[src/ced_pkg.sv]
// Shared constants and types for the CAN error diagnostic block
package ced_pkg;

  localparam int ADDR_W = 4;
  localparam int DATA_W = 16;

  // Register word offsets
  localparam logic [ADDR_W-1:0] OFF_CFG  = 4'h0;
  localparam logic [ADDR_W-1:0] OFF_ECNT = 4'h1;
  localparam logic [ADDR_W-1:0] OFF_DIAG = 4'h2;
  localparam logic [ADDR_W-1:0] OFF_TMR  = 4'h3;
  localparam logic [ADDR_W-1:0] OFF_IPND = 4'h4;
  localparam logic [ADDR_W-1:0] OFF_ICLR = 4'h5;

  // Global configuration and interrupt clear bit positions
  localparam int CFG_EN_BIT    = 0;
  localparam int CFG_TXPOL_BIT = 1;
  localparam int CFG_RXPOL_BIT = 2;
  localparam int CFG_TSEN_BIT  = 3;
  localparam int CFG_USED      = 4;
  localparam int ICLR_BIT      = 0;

  // Reset values
  localparam logic [DATA_W-1:0] CFG_RST  = 16'h0000;
  localparam logic [DATA_W-1:0] DIAG_RST = 16'h0000;
  localparam logic [DATA_W-1:0] TMR_RST  = 16'h0000;
  localparam logic [7:0]        TALLY_RST = 8'h00;
  localparam logic              RECESSIVE = 1'b1;

  // Frame field codes, ascending from zero
  typedef enum logic [3:0] {
    FLD_ERROR = 4'h0, FLD_ERR_DEL = 4'h1, FLD_ERR_ECHO = 4'h2,
    FLD_IDLE  = 4'h3, FLD_ACK     = 4'h4, FLD_EOF      = 4'h5,
    FLD_INTER = 4'h6, FLD_SUSPEND = 4'h7, FLD_SOF      = 4'h8,
    FLD_ARB   = 4'h9, FLD_IDE     = 4'hA, FLD_EXT_ARB  = 4'hB,
    FLD_RSV   = 4'hC, FLD_DLC     = 4'hD, FLD_DATA     = 4'hE,
    FLD_CRC   = 4'hF
  } ced_fcode_t;

  // Field start from the protocol engine
  typedef struct packed {
    logic       start;
    ced_fcode_t code;
    logic [6:0] len;
  } ced_fseg_t;

  // Error event from the protocol engine
  typedef struct packed {
    logic hit;
    logic stuff;
    logic crc;
  } ced_fault_t;

  // Diagnostic register layout
  typedef struct packed {
    logic       rsv;
    logic       drive;
    logic       mon;
    logic       crc;
    logic       stuff;
    logic       was_transmitter_flag;
    logic [5:0] bitPos;
    ced_fcode_t field;
  } ced_diag_t;

endpackage : ced_pkg

[src/ced_error_diag.sv]
// Error counters, last-error diagnostic, bit timer and pin conditioning
//
// Added by the designer: the placing of the registers and the strobed register port.
`timescale 1ns/1ps
`default_nettype none

module ced_error_diag (
  input  wire logic                      core_clk,
  input  wire logic                      rst,
  input  wire logic [ced_pkg::ADDR_W-1:0] regAddr,
  input  wire logic [ced_pkg::DATA_W-1:0] regWrData,
  input  wire logic                      regWr,
  input  wire logic                      regRd,
  output logic      [ced_pkg::DATA_W-1:0] regRdData,
  input  wire logic                      busRxPin,
  output logic                           busTxPin,
  input  wire logic                      bitTick,
  input  wire logic                      txActive,
  input  wire logic                      txBit,
  input  wire logic                      ackSlot,
  input  wire logic                      errFlagActive,
  input  wire logic [7:0]                rxFaultTally,
  input  wire logic [7:0]                txFaultTally,
  input  wire ced_pkg::ced_fseg_t        fieldSeg,
  input  wire ced_pkg::ced_fault_t       fault,
  input  wire logic                      xferDone,
  input  wire logic [3:0]                xferBuf,
  output logic                           rxBit,
  output logic                           ctrlEnable,
  output logic                           faultIrqPending,
  output logic      [15:0]               stampValue,
  output logic                           stampValid,
  output logic      [3:0]                stampBuf
);
  import ced_pkg::*;

  logic [DATA_W-1:0] cfg_q;
  logic [DATA_W-1:0] rdData_q;
  logic [7:0]        rxPrev_q;
  logic [7:0]        txPrev_q;
  logic              pend_q;
  ced_diag_t         diag_q;
  ced_fcode_t        curField_q;
  logic [5:0]        bitPos_q;
  logic [15:0]       tmr_q;
  logic [15:0]       stamp_q;
  logic              stampVld_q;
  logic [3:0]        stampBuf_q;
  logic              rxMeta_q;
  logic              rxS2_q;
  logic              rxS3_q;
  logic              rxLvl_q;
  logic              rxBit_q;
  logic              busTx_q;
  logic              busTx_d;
  logic              txLevel;
  logic              clrPend;
  logic              tallyMoved;
  logic              buf0Clear;

  wire logic enable = cfg_q[CFG_EN_BIT];
  wire logic txPol  = cfg_q[CFG_TXPOL_BIT];
  wire logic rxPol  = cfg_q[CFG_RXPOL_BIT];
  wire logic tsEn   = cfg_q[CFG_TSEN_BIT];

  // Configuration: only reset or a write changes it, so it survives
  // disable and power-down untouched
  always_ff @(posedge core_clk) begin
    if (rst) begin
      cfg_q <= CFG_RST;
    end else if (regWr && regAddr == OFF_CFG) begin
      cfg_q <= {{(DATA_W-CFG_USED){1'b0}}, regWrData[CFG_USED-1:0]};
    end
  end

  // Read port: data stand only in the cycle after the strobe
  always_ff @(posedge core_clk) begin
    if (rst || !regRd) begin
      rdData_q <= 16'h0000;
    end else begin
      unique case (regAddr)
        OFF_CFG:  rdData_q <= cfg_q;
        OFF_ECNT: rdData_q <= {rxFaultTally, txFaultTally};
        OFF_DIAG: rdData_q <= diag_q;
        OFF_TMR:  rdData_q <= tmr_q;
        OFF_IPND: rdData_q <= {15'h0000, pend_q};
        default:  rdData_q <= 16'h0000;
      endcase
    end
  end

  // Tally change detection; a change in the clearing cycle wins
  assign clrPend    = regWr && regAddr == OFF_ICLR && regWrData[ICLR_BIT];
  assign tallyMoved = rxFaultTally != rxPrev_q || txFaultTally != txPrev_q;

  always_ff @(posedge core_clk) begin
    if (rst) begin
      rxPrev_q <= TALLY_RST;
      txPrev_q <= TALLY_RST;
      pend_q   <= 1'b0;
    end else begin
      rxPrev_q <= rxFaultTally;
      txPrev_q <= txFaultTally;
      if (tallyMoved) begin
        pend_q <= 1'b1;
      end else if (clrPend) begin
        pend_q <= 1'b0;
      end
    end
  end

  // Receive pin: three flops, a change counts once stages two and
  // three agree, which also rejects single-cycle glitches
  always_ff @(posedge core_clk) begin
    if (rst) begin
      rxMeta_q <= RECESSIVE;
      rxS2_q   <= RECESSIVE;
      rxS3_q   <= RECESSIVE;
      rxLvl_q  <= RECESSIVE;
      rxBit_q  <= RECESSIVE;
    end else begin
      rxMeta_q <= busRxPin;
      rxS2_q   <= rxMeta_q;
      rxS3_q   <= rxS2_q;
      if (rxS2_q == rxS3_q) begin
        rxLvl_q <= rxS2_q;
      end
      rxBit_q <= rxLvl_q ^ rxPol;
    end
  end

  // Transmit pin: a receiver only drives in ACK or an error flag
  always_comb begin
    txLevel = RECESSIVE;
    if (enable && (txActive || ackSlot || errFlagActive)) begin
      txLevel = txBit;
    end
    busTx_d = txLevel ^ txPol;
  end

  always_ff @(posedge core_clk) begin
    if (rst) begin
      busTx_q <= RECESSIVE;
    end else begin
      busTx_q <= busTx_d;
    end
  end

  // Field tracking and bit position down-counter
  always_ff @(posedge core_clk) begin
    if (rst) begin
      curField_q <= FLD_IDLE;
      bitPos_q   <= 6'h00;
    end else if (fieldSeg.start) begin
      curField_q <= fieldSeg.code;
      bitPos_q   <= 6'(fieldSeg.len - 7'd1);
    end else if (bitTick) begin
      bitPos_q <= bitPos_q - 6'd1;
    end
  end

  // Snapshot of the most recent error only
  always_ff @(posedge core_clk) begin
    if (rst) begin
      diag_q <= DIAG_RST;
    end else if (fault.hit) begin
      diag_q.rsv    <= 1'b0;
      diag_q.field  <= curField_q;
      diag_q.bitPos <= bitPos_q;
      diag_q.was_transmitter_flag    <= txActive;
      diag_q.stuff  <= fault.stuff;
      diag_q.crc    <= fault.crc;
      diag_q.mon    <= rxLvl_q;
      diag_q.drive  <= busTx_q;
    end
  end

  // Bit timer; buffer 0 clear beats the increment
  assign buf0Clear = tsEn && xferDone && xferBuf == 4'h0;

  always_ff @(posedge core_clk) begin
    if (rst) begin
      tmr_q <= TMR_RST;
    end else if (buf0Clear) begin
      tmr_q <= TMR_RST;
    end else if (bitTick) begin
      tmr_q <= tmr_q + 16'h0001;
    end
  end

  // Stamp taken before any buffer 0 clear lands
  always_ff @(posedge core_clk) begin
    if (rst) begin
      stamp_q    <= TMR_RST;
      stampVld_q <= 1'b0;
      stampBuf_q <= 4'h0;
    end else begin
      stampVld_q <= xferDone;
      if (xferDone) begin
        stamp_q    <= tmr_q;
        stampBuf_q <= xferBuf;
      end
    end
  end

  assign regRdData       = rdData_q;
  assign busTxPin        = busTx_q;
  assign rxBit           = rxBit_q;
  assign ctrlEnable      = enable;
  assign faultIrqPending = pend_q;
  assign stampValue      = stamp_q;
  assign stampValid      = stampVld_q;
  assign stampBuf        = stampBuf_q;
endmodule : ced_error_diag

`default_nettype wire

[config.mk]
export PLATFORM = sky130hd
export DESIGN_NAME = ced_error_diag
export DESIGN_NICKNAME = d
export VERILOG_FILES = /design/src/ced_pkg.sv /design/src/ced_error_diag.sv
export SDC_FILE = /design/constraint.sdc
export NUM_CORES = 1
export LEC_CHECK = 0
export BUFFER_PORTS_ARGS = -buffer_cell sky130_fd_sc_hd__buf_2
export CORE_MARGIN = 2
export CORE_UTILIZATION = 40
export DETAILED_ROUTE_END_ITERATION = 8
export PLACE_DENSITY = 0.71
export SYNTH_ARGS = -nofsm -noshare
export SYNTH_HDL_FRONTEND = slang
export SYNTH_SLANG_ARGS = --single-unit
[constraint.sdc]
create_clock -name core_clk -period 2.2 [get_ports core_clk]
set_input_delay 0.22 -clock core_clk [delete_from_list [all_inputs] [get_ports core_clk]]
set_output_delay 0.22 -clock core_clk [all_outputs]
set_load 0.03 [all_outputs]
Word-level counts from Yosys, hierarchy flattened
Index checks and enable logic that the tools add are counted.
{"block": "totals", "ff_bits": 105, "in_bits": 66, "output_inout_bits": 41, "word_cells": 59}
{"block": "classes", "add_sub_neg": 3, "n_eq_ne": 8, "mux": 6, "n_bitwise": 2, "n_reduce_logical": 16}
{"cell": "one-hot mux 16 bit (5 select lines)", "n": 1}
{"cell": "adder 16 x 1 -> 16 bit (second input constant)", "n": 1}
{"cell": "!= test 8 bit", "n": 2}
{"cell": "two-way mux 6 bit", "n": 2}
{"cell": "subtractor 6 x 1 -> 6 bit (second input constant)", "n": 2}
{"cell": "equality test 4 x 2 -> 1 bit (second input constant)", "n": 2}
{"cell": "equality test 4 x 3 -> 1 bit (second input constant)", "n": 2}
{"cell": "logical NOT 4 bit", "n": 2}
{"cell": "logical AND 1 bit", "n": 6}
{"cell": "equality test 4 x 1 -> 1 bit (second input constant)", "n": 1}
{"cell": "logical OR 1 bit", "n": 4}
{"cell": "nonzero test 2 bit", "n": 2}
{"cell": "two-way mux 1 bit", "n": 3}
{"cell": "OR reduction 2 bit", "n": 1}
{"cell": "XOR 1 bit", "n": 2}
{"cell": "equality test 1 bit", "n": 1}
{"cell": "logical NOT 1 bit", "n": 1}

Longest topological paths before layout
Gate-level depths: netlist (run 1).
{"block": "depth", "ltp_word": 5, "ltp_mapped": 8}

Least setup slack after synthesis (run 1)
Ideal clock, no wire load.
{"block": "synth_path", "path_type": "input to register", "startpoint": "input fieldSeg[11] in the netlist's numbering", "endpoint": "register bitPos_q[4]", "setup_ns": 0.144, "arrival_time_ns": 1.826, "slack_ns": 0.231, "path_stages": 8, "n_path_buf": 2, "path_cell_list": "clkbuf_1 > buf_1 > mux2i_1 > ha_1 > nand2_1 > o31a_1 > nor3_1 > a211oi_1"}
{"block": "synth_via", "elab_chain_len": 1, "word_cells_on_any_way": 2, "classes_between": "mux (1); reduce/logical (1)"}
{"element": "start: declaration", "line_no": "ced_error_diag.sv:24", "source": "input wire ced_pkg::ced_fseg_t fieldSeg,"}
{"element": "two-way mux 6 bit or nonzero test 2 bit (tied branches)"}
{"element": "end signal: assignment", "line_no": "ced_error_diag.sv:156", "source": "bitPos_q <= 6'(fieldSeg.len - 7'd1);"}
{"element": "end signal: assignment", "line_no": "ced_error_diag.sv:158", "source": "bitPos_q <= bitPos_q - 6'd1;"}
{"element": "end: declaration", "line_no": "ced_error_diag.sv:44", "source": "logic [5:0] bitPos_q;"}
Parallel ways exist; a longest one is shown, timed or not.
A chain may end at the register's enable or synchronous reset.

Worst setup path in the final report (run 1)
{"block": "layout_path", "startpoint": "register tmr_q[0]", "endpoint": "register tmr_q[14]"}
{"block": "layout_via", "elab_chain_len": 1}
{"element": "start: declaration", "line_no": "ced_error_diag.sv:45", "source": "logic [15:0] tmr_q;"}
{"element": "start signal: assignment", "line_no": "ced_error_diag.sv:187", "source": "tmr_q <= tmr_q + 16'h0001;"}
{"element": "adder 16 x 1 -> 16 bit", "line_no": "ced_error_diag.sv:187"}
No other way between the ends.

==> run_results.csv, run 1 <==
group,metric,value,unit
run_status,status,"finished, final reports clean",
synth,postSynthCellCount,423,
cells_and_area,syn2layout_area_growth,18.6,%
worst_hold_path,hold_path_depth,2,
critical_path,worstPathMaxFanout,6,
critical_path,cp.arrival,2210,ps
grt,met2_usage,0.269,
sta,max-slew-margin-rel,0.486,
floorplanning,design.portCount,107,
pwr,share_clk_of_total_power,0.346,
clock_network,tritoncts_num_sinks,105,
synth,top_ff_cell_synth,"dfxtp_1",
clock_network,tritoncts,"yes",
cells_and_area,register_area,0.00210,mm²
drt,routed_wl,9.42,mm
cells_and_area,drive_gt1_frac,0.260,
grt,grt_busiest_layer,"met2",
critical_path,critical_path.max_stage_delay,580,ps
synth,yosys_warnings,0,
synth,ys_async_sr_fraction,0,
pwr,power.density,725,mW/mm²
clock_network,cts-buffers-inserted,9,
sta,timing.final.hold_violations,0,
drt,detailroute.via_count,3192,
sta,timing.fmax,522,MHz
cells_and_area,antenna_diode_count,0,
grt,first_global_vias,3052,
cells_and_area,area_of_the_multi_input_gates,0.00202,mm²
critical_path,crit_path_cell_trace,"ha_1, inv_1, or4_1, or3_1, a21oi_1",
clock_network,post_cts_resized,0,
pwr,comb_power_share,0.103,
worst_hold_path,hold_class,"in2reg",
sta,worst_clock_skew,5.08,ps
floorplanning,placement_rows,37,
pwr,ir_drop,0.000391,V
floorplanning,initial_core_util,0.411,
grt,globalRoute.totalOverflow,0,
critical_path,worstSetupStartpointType,"flip-flop",
drt,post-route-drc-count,0,
drt,drt-wirelength-per-cell,14.5,µm
floorplanning,placeableCoreArea,0.0103,mm²
synth,synthesis.area_per_instance,10.0,µm²
sta,rsz0062_at_grt,"no",
grt,grt_pass1_wl,15.3,mm
synth,yosys_top_cell_by_area,"dfxtp_1",
synth,number_of_flops_mapped_to_enable_cells_by_yosys,0,
synth,post_synthesis_cell_area,0.00424,mm²
critical_path,worst-r2r-cell-count,5,
drt,detail_route.iter0.violations,129,
sta,finalCriticalPeriod,1920,ps
clock_network,postCtsSetupBuffers,0,
drt,first_pass_iteration_count_of_the_detailed_router,5,
pwr,cellInternalPower,2780,µW
critical_path,criticalPathCategory,"reg2reg",
pwr,switching_power_of_the_nets,872,µW
clock_network,clkSlewWorstSetupHoldPaths,90,ps
pwr,cellLeakagePower,0.00219,µW
critical_path,worst-r2r-setup-slack,280,ps
synth,synthTopCellsByArea,"dfxtp_1 (50%), mux2i_1 (11%), nor2_1 (6.6%), xnor2_1 (4.3%), nor2b_1 (3.5%)",
synth,ys_seq_elements,105,
drt,antenna_violating_nets_left,0,
drt,via_per_inst,4.93,
placed_design,detailed_place.area,0.00482,mm²
worst_hold_path,timing.hold.worst.start,"busRxPin",
grt,groute.usage.overall,0.172,
grt,global_route.usage.met3,0.0383,
grt,initial_antenna_violation_count,0,
grt,groute.layer.met1.usage,0.230,
pwr,swShare,0.239,
floorplanning,die_extent_in_y,107,µm
placed_design,buffer_ports.inserted,93,
floorplanning,die_w,107,µm
clock_network,holdBufCountCts,0,
sta,layout_worst_path_cycle_share,0.871,
cells_and_area,final_util,0.487,
clock_network,cts_root_buf,"clkbuf_8",
synth,yosysTopAreaCellShare,0.496,
clock_network,cts-root-to-sink-buffers,2,
synth,synth_common_cells,"dfxtp_1 (105), nor2_1 (75), mux2i_1 (47)",
cells_and_area,fillers,956,
pwr,pwr-share-seq,0.551,
critical_path,critical_path.endpoint_type,"flip-flop",
sta,report.final.setup_viol,0,
cells_and_area,finish.net_count,575,
sta,setup_tns,0,ps
critical_path,cpMaxStageDelayCell,"or4_1",
placed_design,place_hpwl,7.03,mm
synth,yosys.cell_count.top_type,"dfxtp_1",
grt,grt_start_max_net_pins,77,
critical_path,timing.rr.start,"tmr_q[0]$_SDFFE_PP0P_",
critical_path,critical_path_required,2490,ps
critical_path,worstSetupStartpoint,"tmr_q[0]$_SDFFE_PP0P_",
sta,worstMarginPinSlew,771,ps
floorplanning,die_area,0.0114,mm²
synth,ys_seq_area_frac,0.496,
cells_and_area,finish.instance_area,0.00503,mm²
synth,synthDistinctLibCells,43,
synth,synthesis.nets,491,
sta,final_max_slew_viol_count,0,
placed_design,finalWeightedCongestion,0.801,
clock_network,cts_max_level,3,
clock_network,clock_insertion_delay_worst_skew,360,ps
flow_run,cap_violations,0,
## cells in the final DEF, fill, tap and decap left out, types with 5 or more instances in the layout
master	instances
buf_4	5
xor2_1	15
nand4_1	6
dfxtp_1	105
clkbuf_8	9
mux2_2	11
nor2b_1	24
o21ai_0	9
or3_1	7
a21oi_1	7
buf_2	93
nor4_1	5
nor2_1	75
xnor2_1	21
mux2i_1	47
a22oi_1	11
nand2_1	8
inv_1	6
## cells by family (layout without fill, tap and decap cells)
kind of cell    count (synthesis)  count (layout)  share of synthesized area
xor+xnor                       36              36                     0.0743
mux                            61              61                      0.157
buf+inv                        31             120                     0.0277
flops                         105             105                      0.496
fa+ha+maj                       2               2                    0.00590
compound gates                 41              41                     0.0646
simple gates                  147             147                      0.175
## per-stage QoR
step                setup WS (ps)  instances  hold WS (ps)  total power, µW
global route                  127        648          22.9             3810
global placement              379        632           395             2420
detailed placement            290        632           398             2430
CTS                           275        648          24.2             3670
finish                        285        648          36.4             3650
floorplan                     231        423           297             2300
## metal layers
layer,share of wire,vias up
met4,0.020,0
li1,-,1614
met5,0,-
met2,0.45,96
met1,0.46,1468
met3,0.067,14
## critical path: cells and delay by family, from the launching register on
kind / cells / cell delay, ps
AOI/OAI and AO/OA: 1 / 150
DFF: 1 / 450
buffers and inverters: 1 / 100
adders and majority gates: 1 / 230
and+or+nand+nor: 2 / 910
## path summary, 6_finish.rpt
check | endpoint
setup reg to reg | tmr_q[14]$_SDFFE_PP0P_
hold reg to reg | rxS2_q$_SDFF_PP1_
setup / recovery | tmr_q[14]$_SDFFE_PP0P_
hold / removal | rxMeta_q$_SDFF_PP1_
## sequential cells by signal (all words and copies together) (netlist names), 4 cells and up
signal and flops:
rxPrev_q 8, bitPos_q 6, txPrev_q 8, diag_q 15, regRdData 16, stampValue 16, stampBuf 4, tmr_q 16
curField_q 4, cfg_q 4
## area by class of cell
cell class / instances / area share
sequential: 105 / 0.418
multi-input combinational: 287 / 0.402
timing repair buffer: 98 / 0.100
tap: 136 / 0.0338
clock buffer: 10 / 0.0254
clock inverter: 6 / 0.0164
inverter: 6 / 0.00448
## power groups by stage
stage	registers, µW	logic, µW	clock network (µW)
floorplan	2070	236	0
global placement	2050	365	0
detailed placement	2060	375	0
CTS	2010	376	1290
global route	2020	416	1380
finish	2010	375	1260
Power figures use the tool's default switching activity.
==> inputs of run 2 (changes only) <==
==> constraint.sdc (replaced) <==
create_clock -name core_clk -period 2.4 [get_ports core_clk]
set_input_delay 0.24 -clock core_clk [delete_from_list [all_inputs] [get_ports core_clk]]
set_output_delay 0.24 -clock core_clk [all_outputs]
set_load 0.03 [all_outputs]
==> run_results.csv, run 2 (synthesis gave the netlist of run 1 again) <==
group,metric,value,unit
clock_network,tritoncts_num_sinks,105,
critical_path,critical_path.endpoint_type,"flip-flop",
sta,setup_tns,0,ps
sta,final_max_slew_viol_count,0,
grt,grt_pass1_wl,14.9,mm
pwr,cellLeakagePower,0.00219,µW
pwr,design_power_total,3370,µW
drt,route.top_layer_used,"met4",
sta,timing.final.hold_violations,0,
drt,antenna_violating_nets_left,0,
sta,layout_worst_path_cycle_share,0.800,
critical_path,worst-r2r-cell-count,5,
critical_path,critical_path_required,2690,ps
grt,globalRoute.totalOverflow,0,
sta,timing.fmax,521,MHz
floorplanning,die_w,107,µm
drt,first_pass_iteration_count_of_the_detailed_router,4,
worst_hold_path,hold_class,"in2reg",
sta,report.final.setup_viol,0,
critical_path,worstSetupStartpoint,"tmr_q[0]$_SDFFE_PP0P_",
sta,finalCriticalPeriod,1920,ps
critical_path,cpMaxStageDelayCell,"or4_1",
floorplanning,placeableCoreArea,0.0103,mm²
drt,met2WireLength,4.26,mm
critical_path,crit_path_cell_trace,"ha_1, inv_1, or4_1, or3_1, a21oi_1",
critical_path,critical_path.max_stage_delay,580,ps
critical_path,criticalPathCategory,"reg2reg",
drt,detailroute.via_count,3222,
floorplanning,placement_rows,37,
placed_design,place_hpwl,7.00,mm
clock_network,tritoncts,"yes",
cells_and_area,fillers,971,
clock_network,cts_max_level,3,
drt,post-route-drc-count,0,
flow_run,cap_violations,0,
clock_network,cts-root-to-sink-buffers,2,
critical_path,cp.arrival,2210,ps
drt,detail_route.iter0.violations,128,
grt,grt_start_max_net_pins,77,
placed_design,finalWeightedCongestion,0.798,
sta,worstMarginPinSlew,776,ps
critical_path,timing.rr.start,"tmr_q[0]$_SDFFE_PP0P_",
worst_hold_path,timing.hold.worst.start,"regAddr[3]",
drt,drt-wirelength-per-cell,14.5,µm
pwr,ir_drop,0.000255,V
drt,met3_length,539,µm
run_status,status,"finished, final reports clean",
cells_and_area,mostFrequentLayoutCell,"dfxtp_1",
cells_and_area,finish.net_count,575,
clock_network,cts_root_buf,"clkbuf_8",
critical_path,worstPathMaxFanout,6,
clock_network,clock_insertion_delay_worst_skew,360,ps
cells_and_area,syn2layout_area_growth,18.8,%
sta,worst_clock_skew,12.2,ps
sta,max-slew-margin-rel,0.483,
grt,initial_antenna_violation_count,1,
clock_network,post_cts_resized,0,
critical_path,cp-endpoint,"tmr_q[12]$_SDFFE_PP0P_",
grt,first_global_vias,3003,
grt,groute.usage.overall,0.168,
clock_network,holdBufCountCts,0,
pwr,power.density,668,mW/mm²
critical_path,worstSetupStartpointType,"flip-flop",
clock_network,clkSlewWorstSetupHoldPaths,90,ps
floorplanning,initial_core_util,0.411,
cells_and_area,drive_gt1_frac,0.262,
floorplanning,die_extent_in_y,107,µm
drt,via_per_inst,4.96,
drt,wl_on_met1,4.41,mm
critical_path,worst-r2r-setup-slack,480,ps
clock_network,cts-buffers-inserted,9,
drt,routed_wl,9.43,mm
clock_network,postCtsSetupBuffers,0,
placed_design,buffer_ports.inserted,93,
sta,rsz0062_at_grt,"no",
floorplanning,design.portCount,107,
floorplanning,die_area,0.0114,mm²
critical_path,timing.rr.end,"tmr_q[12]$_SDFFE_PP0P_",
cells_and_area,most_frequent_cells_in_the_layout,"dfxtp_1 (105), buf_2 (93), nor2_1 (75)",
-- run 2: cell count changes in the layout (fill, tap and decap cells not counted), sizes merged --
cell / before / now
clkinv: 3 / 2
clkbuf: 10 / 9
diode: 0 / 1
clkinvlp: 1 / 2
inv: 6 / 7
-- run 2: layer usage --
| metal | global-route usage | vias up |
|---|---|---|
| met3 | 0.0334 | 15 |
| li1 | - | 1616 |
| met4 | 0.0770 | 0 |
| met2 | 0.259 | 89 |
| met5 | 0 | - |
| met1 | 0.227 | 1502 |
-- run 2: metrics by stage --
| stage | utilization | hold WS [ps] | instances | instance area, µm² | worst slack (ps) |
|---|---|---|---|---|---|
| final | 0.488 | 57.3 | 649 | 5040 | 479 |
| after global routing | 0.488 | 45.2 | 649 | 5040 | 337 |
| after CTS | 0.488 | 44.5 | 648 | 5040 | 483 |
| after detailed placement | 0.467 | 395 | 632 | 4820 | 510 |
| after global placement | 0.467 | 395 | 632 | 4820 | 561 |
| after floorplan | - | 317 | 423 | 4240 | 411 |
-- run 2: layout make-up --
cell class	count	area, µm²	share of cell area
Multi-Input combinational cell	287	2020	0.401
Clock inverter	7	93.8	0.0186
Timing Repair Buffer	98	503	0.0998
Tap cell	136	170	0.0338
Antenna cell	1	2.50	0.000497
Sequential cell	105	2100	0.417
Inverter	6	22.5	0.00447
Clock buffer	9	124	0.0246
-- run 2: critical path: cells and delay by family, from the launching register on --
| family | cells | cell delay (ps) |
|---|---|---|
| AO/OA/AOI/OAI | 1 | 160 |
| adder cells (fa/ha/maj) | 1 | 230 |
| buffers and inverters | 1 | 90 |
| flip-flops | 1 | 460 |
| AND/OR/NAND/NOR | 2 | 910 |
-- run 2: worst min path at each step --
stage | to | slack [ps] | cells past startpoint
2_1_floorplan | regRdData[0]$_SDFF_PP0_ | 320 | 1
3_3_place_gp | rxS2_q$_SDFF_PP1_ | 390 | 1
3_5_place_dp | rxS2_q$_SDFF_PP1_ | 400 | 1
4_1_cts | rxMeta_q$_SDFF_PP1_ | 40 | 2
5_1_grt | rxMeta_q$_SDFF_PP1_ | 50 | 2
6_report | regRdData[0]$_SDFF_PP0_ | 60 | 2
-- run 2: where the power goes --
part	internal, µW	leakage [µW]	switching [µW]	total, µW
sequential	1800	0.000858	43.2	1850
combinational	160	0.00122	183	343
clock	587	0.000106	594	1180
total	2550	0.00219	819	3370
==> inputs of run 3 (changes only) <==
==> constraint.sdc (replaced) <==
create_clock -name core_clk -period 1.8 [get_ports core_clk]
set_input_delay 0.18 -clock core_clk [delete_from_list [all_inputs] [get_ports core_clk]]
set_output_delay 0.18 -clock core_clk [all_outputs]
set_load 0.03 [all_outputs]
==> run_results.csv, run 3 (synthesis gave the netlist of run 1 again) <==
group,metric,value,unit
sta,finalCriticalPeriod,1730,ps
drt,post-route-drc-count,0,
critical_path,cpMaxStageDelayCell,"or4_4",
grt,initial_antenna_violation_count,0,
grt,grt_pass1_wl,15.4,mm
clock_network,cts_max_level,3,
critical_path,cp.arrival,2010,ps
critical_path,critical_path.endpoint_type,"flip-flop",
cells_and_area,most_frequent_cells_in_the_layout,"dfxtp_1 (100), buf_2 (93), nor2_1 (75)",
sta,final_max_slew_viol_count,0,
worst_hold_path,hold_class,"in2reg",
clock_network,tritoncts,"yes",
sta,timing.final.ws_setup,74.1,ps
clock_network,postCtsSetupBuffers,0,
placed_design,detailed_place.area,0.00491,mm²
clock_network,clock_insertion_delay_worst_skew,360,ps
cells_and_area,finish.net_count,587,
cells_and_area,syn2layout_area_growth,22.4,%
drt,detail_route.iter0.violations,156,
placed_design,placed_cells_incl_taps,642,
floorplanning,die_extent_in_y,107,µm
grt,globalRoute.totalOverflow,0,
critical_path,worstSetupStartpointType,"flip-flop",
grt,grt_start_max_net_pins,77,
drt,drt-wirelength-per-cell,14.9,µm
critical_path,timing.rr.end,"tmr_q[13]$_SDFFE_PP0P_",
sta,timing.final.hold_violations,0,
clock_network,tritoncts_num_sinks,105,
worst_hold_path,hold_path_depth,2,
floorplanning,die_w,107,µm
grt,groute.usage.overall,0.172,
critical_path,worst-r2r-setup-slack,70,ps
cells_and_area,mostFrequentLayoutCell,"dfxtp_1",
drt,via_per_inst,4.98,
critical_path,timing.rr.start,"tmr_q[2]$_SDFFE_PP0P_",
placed_design,finalWeightedCongestion,0.831,
drt,routed_wl,9.86,mm
floorplanning,die_area,0.0114,mm²
floorplanning,placeableCoreArea,0.0103,mm²
cells_and_area,final_cell_count_no_fill,661,
drt,antenna_violating_nets_left,0,
floorplanning,placement_rows,37,
worst_hold_path,whs_endpoint,"curField_q[1]$_SDFFE_PP1P_",
cells_and_area,drive_gt1_frac,0.288,
sta,report.final.setup_viol,0,
pwr,ir_drop,0.000451,V
critical_path,worstPathMaxFanout,9,
critical_path,critical_path_required,2090,ps
sta,max-slew-margin-rel,0.578,
pwr,cellLeakagePower,0.00227,µW
critical_path,critical_path.max_stage_delay,580,ps
sta,timing.fmax,579,MHz
sta,layout_worst_path_cycle_share,0.959,
clock_network,cts-buffers-inserted,9,
run_status,status,"finished, final reports clean",
flow_run,cap_violations,0,
pwr,power.density,898,mW/mm²
critical_path,worstSetupStartpoint,"tmr_q[2]$_SDFFE_PP0P_",
clock_network,cts_root_buf,"clkbuf_8",
placed_design,place_worst_setup_slack,28.8,ps
floorplanning,initial_core_util,0.411,
cells_and_area,finish.instance_area,0.00519,mm²
drt,detailroute.via_count,3295,
critical_path,crit_path_cell_trace,"nand4_4, or4_4, or3_1, a21oi_1",
floorplanning,design.portCount,107,
sta,worst_clock_skew,9.04,ps
critical_path,criticalPathCategory,"reg2reg",
worst_hold_path,timing.hold.worst.start,"fieldSeg[8]",
sta,worstMarginPinSlew,624,ps
clock_network,cts-root-to-sink-buffers,2,
drt,first_pass_iteration_count_of_the_detailed_router,4,
sta,holdWs,24.3,ps
critical_path,worst-r2r-cell-count,4,
clock_network,clkSlewWorstSetupHoldPaths,90,ps
sta,setup_tns,0,ps
placed_design,place_hpwl,7.39,mm
grt,first_global_vias,3168,
placed_design,buffer_ports.inserted,93,
-- run 3: changes by cell type in the layout (fill, tap and decap cells not counted), sizes merged --
cell         delta
clkinvlp        -1
inv             -1
buf            +10
bufinv          +1
dlygate4sd3     +2
clkinv          -1
clkbuf          +2
-- run 3: critical path: cells and delay by family (launching register included) --
kind	cells	cell delay, ps
compound gates	1	140
flops	1	400
simple gates	3	1120
-- run 3: how the worst max path moves through the flow --
stage                                          end  slack (ps)  cells after the start
final                       tmr_q[13]$_SDFFE_PP0P_          70                      4
after global routing        tmr_q[14]$_SDFFE_PP0P_         -10                      5
after CTS                   tmr_q[14]$_SDFFE_PP0P_          10                      5
after detailed placement    tmr_q[14]$_SDFFE_PP0P_          30                      5
after global placement      tmr_q[15]$_SDFFE_PP0P_          90                      4
after floorplan           bitPos_q[4]$_SDFFE_PP0P_          20                      8
-- run 3: routing by layer --
layer | track usage | vias to the layer above | share of wire
li1 | - | 1635 | -
met1 | 0.221 | 1551 | 0.45
met2 | 0.286 | 93 | 0.47
met3 | 0.0340 | 16 | 0.058
met4 | 0.0612 | 0 | 0.018
met5 | 0 | - | 0
-- run 3: timing repair --
action	in CTS	in global routing
hold endpoints to repair	2	0
setup endpoints to repair	0	7
resized for setup	0	8
hold buffers	2	0
-- run 3: stage by stage --
step	total power (µW)	utilization
floorplan	2810	-
detailed placement	2990	0.475
CTS	4690	0.501
finish	4660	0.503
global route	4840	0.503
global placement	2970	0.475
-- run 3: cell type report --
type | count | area [µm²]
repair buffers | 110 | 611
clock buffers | 11 | 141
diodes | 1 | 2.50
multi-input cells | 287 | 2030
fillers | 934 | 5130
inverters | 6 | 22.5
well taps | 136 | 170
flip-flops and latches | 105 | 2110
clock inverters | 5 | 103
-- run 3: report_power, final --
part / switching (µW) / internal (µW)
clock: 759 / 960
combinational: 256 / 228
sequential: 53.2 / 2400
total: 1070 / 3590
